File: config.mk
export PLATFORM = sky130hd
export DESIGN_NAME = dsg_top
export DESIGN_NICKNAME = d
export VERILOG_FILES = /design/src/dsg_pkg.sv /design/src/dsg_top.sv
export SDC_FILE = /design/constraint.sdc
export NUM_CORES = 1
export LEC_CHECK = 0
export ABC_AREA = 1
export BUFFER_PORTS_ARGS = -buffer_cell sky130_fd_sc_hd__buf_2
export CORE_AREA = 2 2 85 87
export CTS_CLUSTER_DIAMETER = 30
export DETAILED_ROUTE_END_ITERATION = 8
export DIE_AREA = 0 0 87 89
export GPL_ROUTABILITY_DRIVEN = 1
export PLACE_DENSITY_LB_ADDON = 0.2
export SLEW_MARGIN = 30
export SYNTH_ARGS = -nofsm -noshare
export SYNTH_HDL_FRONTEND = slang
export SYNTH_SLANG_ARGS = --single-unit
File: constraint.sdc
create_clock -name pclk -period 1.41 [get_ports pclk]
set_input_delay 0.2115 -clock pclk [delete_from_list [all_inputs] [get_ports pclk]]
set_output_delay 0.2115 -clock pclk [all_outputs]
set_load 0.05 [all_outputs]
File: src/dsg_pkg.sv
// Package of constants, types and helpers for the deep-sleep clock gating block
package dsg_pkg;

	// Register byte offsets
	localparam logic [11:0] DSG_OFF_DEEP_GATE   = 12'h128;
	localparam logic [11:0] DSG_OFF_FAULT_STAT  = 12'h200;
	localparam logic [11:0] DSG_OFF_FAULT_MASK  = 12'h204;
	localparam logic [11:0] DSG_OFF_EFF_GATE    = 12'h208;

	// Field positions of the gating layout
	localparam int DSG_BIT_PHY    = 30;
	localparam int DSG_BIT_MAC    = 28;
	localparam int DSG_BIT_PORT_G = 6;
	localparam int DSG_BIT_PORT_A = 0;

	// Reset value and writable bits
	localparam logic [31:0] DSG_RESET_GATE = 32'h00000000;
	localparam logic [31:0] DSG_GATE_MASK  = 32'h5000007F;
	localparam logic [31:0] DSG_ZERO       = 32'h00000000;

	// Number of gated peripherals
	localparam int DSG_NUM_PERIPH = 9;

	// One enable per gated peripheral
	typedef struct packed {
		logic       phy_clock_gate;
		logic       mac_clock_gate;
		logic [6:0] port_clock_gate;
	} dsg_gate_t;

	// APB request bundle
	typedef struct packed {
		logic        sel;
		logic        enable;
		logic        write;
		logic [11:0] addr;
		logic [31:0] wdata;
	} dsg_apb_req_t;

	// Register word to gating vector
	function automatic dsg_gate_t dsg_reg_to_gate(input logic [31:0] word);
		dsg_gate_t g;
		g.phy_clock_gate  = word[DSG_BIT_PHY];
		g.mac_clock_gate  = word[DSG_BIT_MAC];
		g.port_clock_gate = word[DSG_BIT_PORT_G:DSG_BIT_PORT_A];
		return g;
	endfunction : dsg_reg_to_gate

	// Gating vector to register word
	function automatic logic [31:0] dsg_gate_to_reg(input dsg_gate_t g);
		logic [31:0] word;
		word = DSG_ZERO;
		word[DSG_BIT_PHY] = g.phy_clock_gate;
		word[DSG_BIT_MAC] = g.mac_clock_gate;
		word[DSG_BIT_PORT_G:DSG_BIT_PORT_A] = g.port_clock_gate;
		return word;
	endfunction : dsg_gate_to_reg

endpackage : dsg_pkg

File: src/dsg_top.sv
// Deep-sleep clock gating register, clock enable selection and access fault logic
`timescale 1ns/100ps
`default_nettype none

// Function
// A peripheral's clock enable is high while its gating bit is one and low while it is zero.
// An access to a peripheral whose clock is gated off is answered with a bus fault.
// All gating bits of the deep-sleep register are zero after reset.
// The deep-sleep register steers the enables only in deep-sleep; run and sleep have their own.
// Sleep and deep-sleep settings are used only when automatic clock gating is set.
// Bit 30 is a read/write enable for the Ethernet PHY clock.
// Bit 28 is a read/write enable for the Ethernet MAC clock.
// Bits 6 to 0 are read/write enables for ports G down to A.
// Bits 31, 29 and 27:7 are reserved, read as zero and ignore writes.
// The register is a 32-bit read/write word at offset 0x128.
// The effective enable follows deep-sleep settings in deep-sleep with auto gating, else the mode's own.
module dsg_top
	import dsg_pkg::*;
(
	// Clock and reset
	input  wire logic                      pclk,
	input  wire logic                      presetn,
	// APB slave
	input  wire logic                      psel,
	input  wire logic                      penable,
	input  wire logic                      pwrite,
	input  wire logic [11:0]               paddr,
	input  wire logic [31:0]               pwdata,
	output logic      [31:0]               prdata,
	output logic                           pready,
	output logic                           pslverr,
	// Mode and other gating registers
	input  wire logic                      sleep_mode,
	input  wire logic                      deep_sleep_mode,
	input  wire logic                      auto_clock_gating,
	input  wire logic [31:0]               run_gate_reg,
	input  wire logic [31:0]               sleep_gate_reg,
	// Peripheral access strobes and faults
	input  wire logic [DSG_NUM_PERIPH-1:0] periph_access,
	output logic      [DSG_NUM_PERIPH-1:0] periph_fault,
	// Clock enables
	output dsg_gate_t                      periph_clock_en,
	// Interrupt
	output logic                           irq
);

	// Stored state
	logic [31:0]  deep_sleep_gate_reg;
	logic [31:0]  fault_status;
	logic [31:0]  fault_mask;

	// Request bundle
	dsg_apb_req_t req;
	assign req.sel    = psel;
	assign req.enable = penable;
	assign req.write  = pwrite;
	assign req.addr   = paddr;
	assign req.wdata  = pwdata;

	// Address decode
	wire logic hit_gate  = (req.addr == DSG_OFF_DEEP_GATE);
	wire logic hit_stat  = (req.addr == DSG_OFF_FAULT_STAT);
	wire logic hit_mask  = (req.addr == DSG_OFF_FAULT_MASK);
	wire logic hit_eff   = (req.addr == DSG_OFF_EFF_GATE);
	wire logic hit_any   = hit_gate | hit_stat | hit_mask | hit_eff;

	// Access phase and completion
	wire logic access    = req.sel & req.enable;
	wire logic first_acc = access & ~pready;
	wire logic done      = access & pready;
	wire logic wr_done   = done & req.write & hit_any;
	wire logic wr_gate   = wr_done & hit_gate;
	wire logic wr_stat   = wr_done & hit_stat;
	wire logic wr_mask   = wr_done & hit_mask;

	// Effective enable selection
	wire logic use_deep  = auto_clock_gating & deep_sleep_mode;
	wire logic use_sleep = auto_clock_gating & sleep_mode & ~deep_sleep_mode;
	wire logic [31:0] sel_word = use_deep  ? deep_sleep_gate_reg :
	                             use_sleep ? sleep_gate_reg : run_gate_reg;
	wire dsg_gate_t next_clock_en = dsg_reg_to_gate(sel_word);

	// Faults on accesses to unclocked peripherals
	wire logic [DSG_NUM_PERIPH-1:0] next_fault = periph_access & ~periph_clock_en;
	wire logic [31:0] fault_word = dsg_gate_to_reg(next_fault);

	// Write data limited to implemented bits
	wire logic [31:0] gate_wdata = req.wdata & DSG_GATE_MASK;

	// Status with set winning over clear
	wire logic [31:0] stat_clear  = wr_stat ? (req.wdata & DSG_GATE_MASK) : DSG_ZERO;
	wire logic [31:0] next_status = (fault_status & ~stat_clear) | fault_word;

	// Read mux
	wire logic [31:0] read_word =
		hit_gate ? deep_sleep_gate_reg :
		hit_stat ? fault_status :
		hit_mask ? fault_mask :
		hit_eff  ? dsg_gate_to_reg(periph_clock_en) : DSG_ZERO;

	wire logic next_irq = |(next_status & fault_mask);

	// Deep-sleep gating register
	always_ff @(posedge pclk or negedge presetn) begin
		if (!presetn) begin
			deep_sleep_gate_reg <= DSG_RESET_GATE;
		end else if (wr_gate) begin
			deep_sleep_gate_reg <= gate_wdata;
		end
	end

	// Fault mask
	always_ff @(posedge pclk or negedge presetn) begin
		if (!presetn) begin
			fault_mask <= DSG_ZERO;
		end else if (wr_mask) begin
			fault_mask <= req.wdata & DSG_GATE_MASK;
		end
	end

	// Fault status and interrupt
	always_ff @(posedge pclk or negedge presetn) begin
		if (!presetn) begin
			fault_status <= DSG_ZERO;
			irq          <= 1'b0;
		end else begin
			fault_status <= next_status;
			irq          <= next_irq;
		end
	end

	// Clock enables and fault answers
	always_ff @(posedge pclk or negedge presetn) begin
		if (!presetn) begin
			periph_clock_en <= dsg_reg_to_gate(DSG_RESET_GATE);
			periph_fault    <= '0;
		end else begin
			periph_clock_en <= next_clock_en;
			periph_fault    <= next_fault;
		end
	end

	// APB answer, one wait state
	always_ff @(posedge pclk or negedge presetn) begin
		if (!presetn) begin
			pready  <= 1'b0;
			pslverr <= 1'b0;
			prdata  <= DSG_ZERO;
		end else begin
			pready  <= first_acc;
			pslverr <= first_acc & ~hit_any;
			prdata  <= (first_acc & ~req.write) ? read_word : DSG_ZERO;
		end
	end

endmodule : dsg_top

`default_nettype wire

==> impl_metrics.csv <==
group,metric,value,unit
worst_setup_path,required,1630,ps
worst_setup_path,crit_slowest_cell,"dfrtp_2",
worst_setup_path,critPathKind,"reg -> reg",
power,powerDensity,984,nW/um2
clock_network,numCtsBuffers,9,
clock_network,clk-insertion-delay-late,330,ps
yosys,synth_cells,334,
sta,setup_viol_count_final,1,
yosys,yosysWarnings,0,
global_route,grt_antenna_before_repair,0,
sta,setup_tns,-44.4,ps
sta,hold_ws,90.0,ps
clock_network,cts_tree,"done",
outcome,status,"finished with violations",
routing,wl_per_cell,12.9,um
floorplan,dieArea,7740,um2
routing,firstDrtPassIters,4,
final_layout,layoutNonFillerInstCount,532,
global_route,grt_overflow_total,0,
sta,slew_violations,0,
worst_setup_path,end_kind,"register",
final_layout,utilization,54.6,%
placement,io_buffer_count,85,
global_route,grt_use_met3,4.62,%
worst_setup_path,cp_max_fo,5,
run,cap_violations,0,
sta,timing.final.crit_share,103,%
clock_network,cts_buffer_depth,2,
routing,routed_wl,6870,um
yosys,yosysSeqAreaShare,50.2,%
global_route,grt_max_degree,58,
worst_setup_path,path_common_cell,"nand2_1",
power,ir_drop,0.000413,V
worst_setup_path,arrival,1670,ps
global_route,grt_pass1_vias,2364,
final_layout,drive_gt1_share,35.2,%
worst_setup_path,startpoint_type,"register",
placement,globalplace.congestion,0.827,
clock_network,clkTransAtPathRegs,60,ps
routing,dr_total_vias,2464,
yosys,synth_top_cell_by_area,"dfrtp_1",
final_layout,syn2layout_area_growth,29.0,%
global_route,grt_pass1_wl,10800,um
floorplan,ios,178,
clock_network,clockRootBuffer,"clkbuf_8",
final_layout,layout_common_cells,"nand2_1, buf_2, dfrtp_1",
routing,drc,0,
sta,fin_crit,1450,ps
yosys,ys_ff_latch,57,
final_layout,multi_input_area,1160,um2
worst_setup_path,worstPathCellList,"nand2_2, nor2_4, nand3_4, o21ai_2, nand2_1, nand2_1, nand2_1, nor2_2, nand2_1",
sta,finalClockSkew,5.99,ps
clock_network,clock-sinks,57,
sta,rsz0062_at_grt,"yes",
final_layout,mostFrequentLayoutCell,"nand2_1",
hold_path,hold_class,"in -> reg",
sta,finalHoldViolCount,0,
yosys,avgSynthCellArea,8.51,um2
routing,via_per_inst,4.63,
power,leakage,1.96,nW
global_route,gr-max-usage-layer,"met2",
floorplan,rows,30,
final_layout,antenna-diode-count,0,
sta,fmax,688,MHz
global_route,grt_util_met2,30.3,%
yosys,synth_top_area_share,50.2,%
floorplan,dieWidth,87,um
final_layout,ff_latch_area,1430,um2
final_layout,fin_nets,572,
yosys,synth.area.top_cells,"dfrtp_1, nand2_1, buf_4",
floorplan,die_h,89,um
sta,fin_ws,-44.4,ps
yosys,synth_area,2840,um2
placement,placedCellCount,510,
worst_setup_path,critical-path-max-stage-delay,380,ps
final_layout,nFillCells,627,
routing,drtIter0Drc,109,
outcome,violations,"negative setup slack",
placement,place_hpwl,5050,um
yosys,synth_cell_types,26,
floorplan,initial_core_util,42.3,%
global_route,met1_usage,23.8,%
global_route,track_usage,18.5,%
clock_network,htree_num_levels,3,
routing,antenna_left,0,
floorplan,coreArea,6720,um2
logic make-up after synthesis:
| kind of cell | share of synthesized area (%) |
|---|---|
| other | 0.132 |
| DFF | 50.2 |
| AOI/OAI and AO/OA | 12.9 |
| buffers and inverters | 13.2 |
| and+or+nand+nor | 23.6 |
synthesized netlist by cell type:
master	number
dfrtp_1	57
conb_1	1
inv_2	8
nand2_1	101
nand4_1	4
buf_4	24
buf_2	2
o21ai_1	26
inv_1	37
nor2_2	2
nand3_2	2
nand2_2	4
o21ai_2	5
nor2_1	20
o31ai_1	1
clkinv_1	1
o211ai_1	9
nand2_8	1
nand3_1	1
clkbuf_1	3
o21ai_0	8
a311oi_1	8
nor2_4	3
a221oi_1	1
nand3_4	4
nor3_1	1
through the flow:
stage	cell area, um2	setup WS (ps)	total power, mW
CTS	3620	-21.1	3.62
finish	3670	-44.4	3.61
floorplan	2930	-77.1	2.18
global route	3670	-135	3.74
global placement	3430	-362	2.33
detailed placement	3430	-367	2.33
layout make-up:
cell class | count | share of cell area [%]
Multi-Input combinational cell | 224 | 31.6
Sequential cell | 57 | 38.9
Clock buffer | 16 | 4.37
Timing Repair Buffer | 109 | 17.6
Tap cell | 80 | 2.73
Inverter | 46 | 4.71
where the power goes:
part | switching [mW] | internal [mW] | total [mW]
Clock | 0.605 | 0.691 | 1.30
Sequential | 0.0174 | 1.68 | 1.70
Combinational | 0.470 | 0.142 | 0.612
routing by layer:
metal,share of wire (%),routed length (um)
met5,0,0
met3,6.6,454
met2,47,3260
met1,45,3110
met4,0.70,48
critical path, delay by kind of cell (launching register included):
family,cells,cell delay [ps]
AND/OR/NAND/NOR,8,800
flip-flops,1,380
AO/OA/AOI/OAI,1,160
path summary, 6_finish.rpt:
path                                         start               to  cells past startpoint  slack (ps)
worst max-delay path                        pready              irq                      9         -40
worst min-delay path              periph_access[3]  periph_fault[3]                      3          90
worst max register to register              pready              irq                      9         -40
worst min register to register  periph_clock_en[3]  periph_fault[3]                      1         480
max in group asynchronous                  presetn        prdata[2]                      3         750
min in group asynchronous                  presetn        prdata[1]                      3         400
timing repair:
action	4_1_cts	5_1_grt
hold endpoints to repair	57	0
buffers inserted	2	3
cloned	0	0
hold buffers	1	0
endpoints found under the setup margin	1	20
gates resized for setup	3	7
pin swaps	5	5
(Power assumes the default switching activity.)
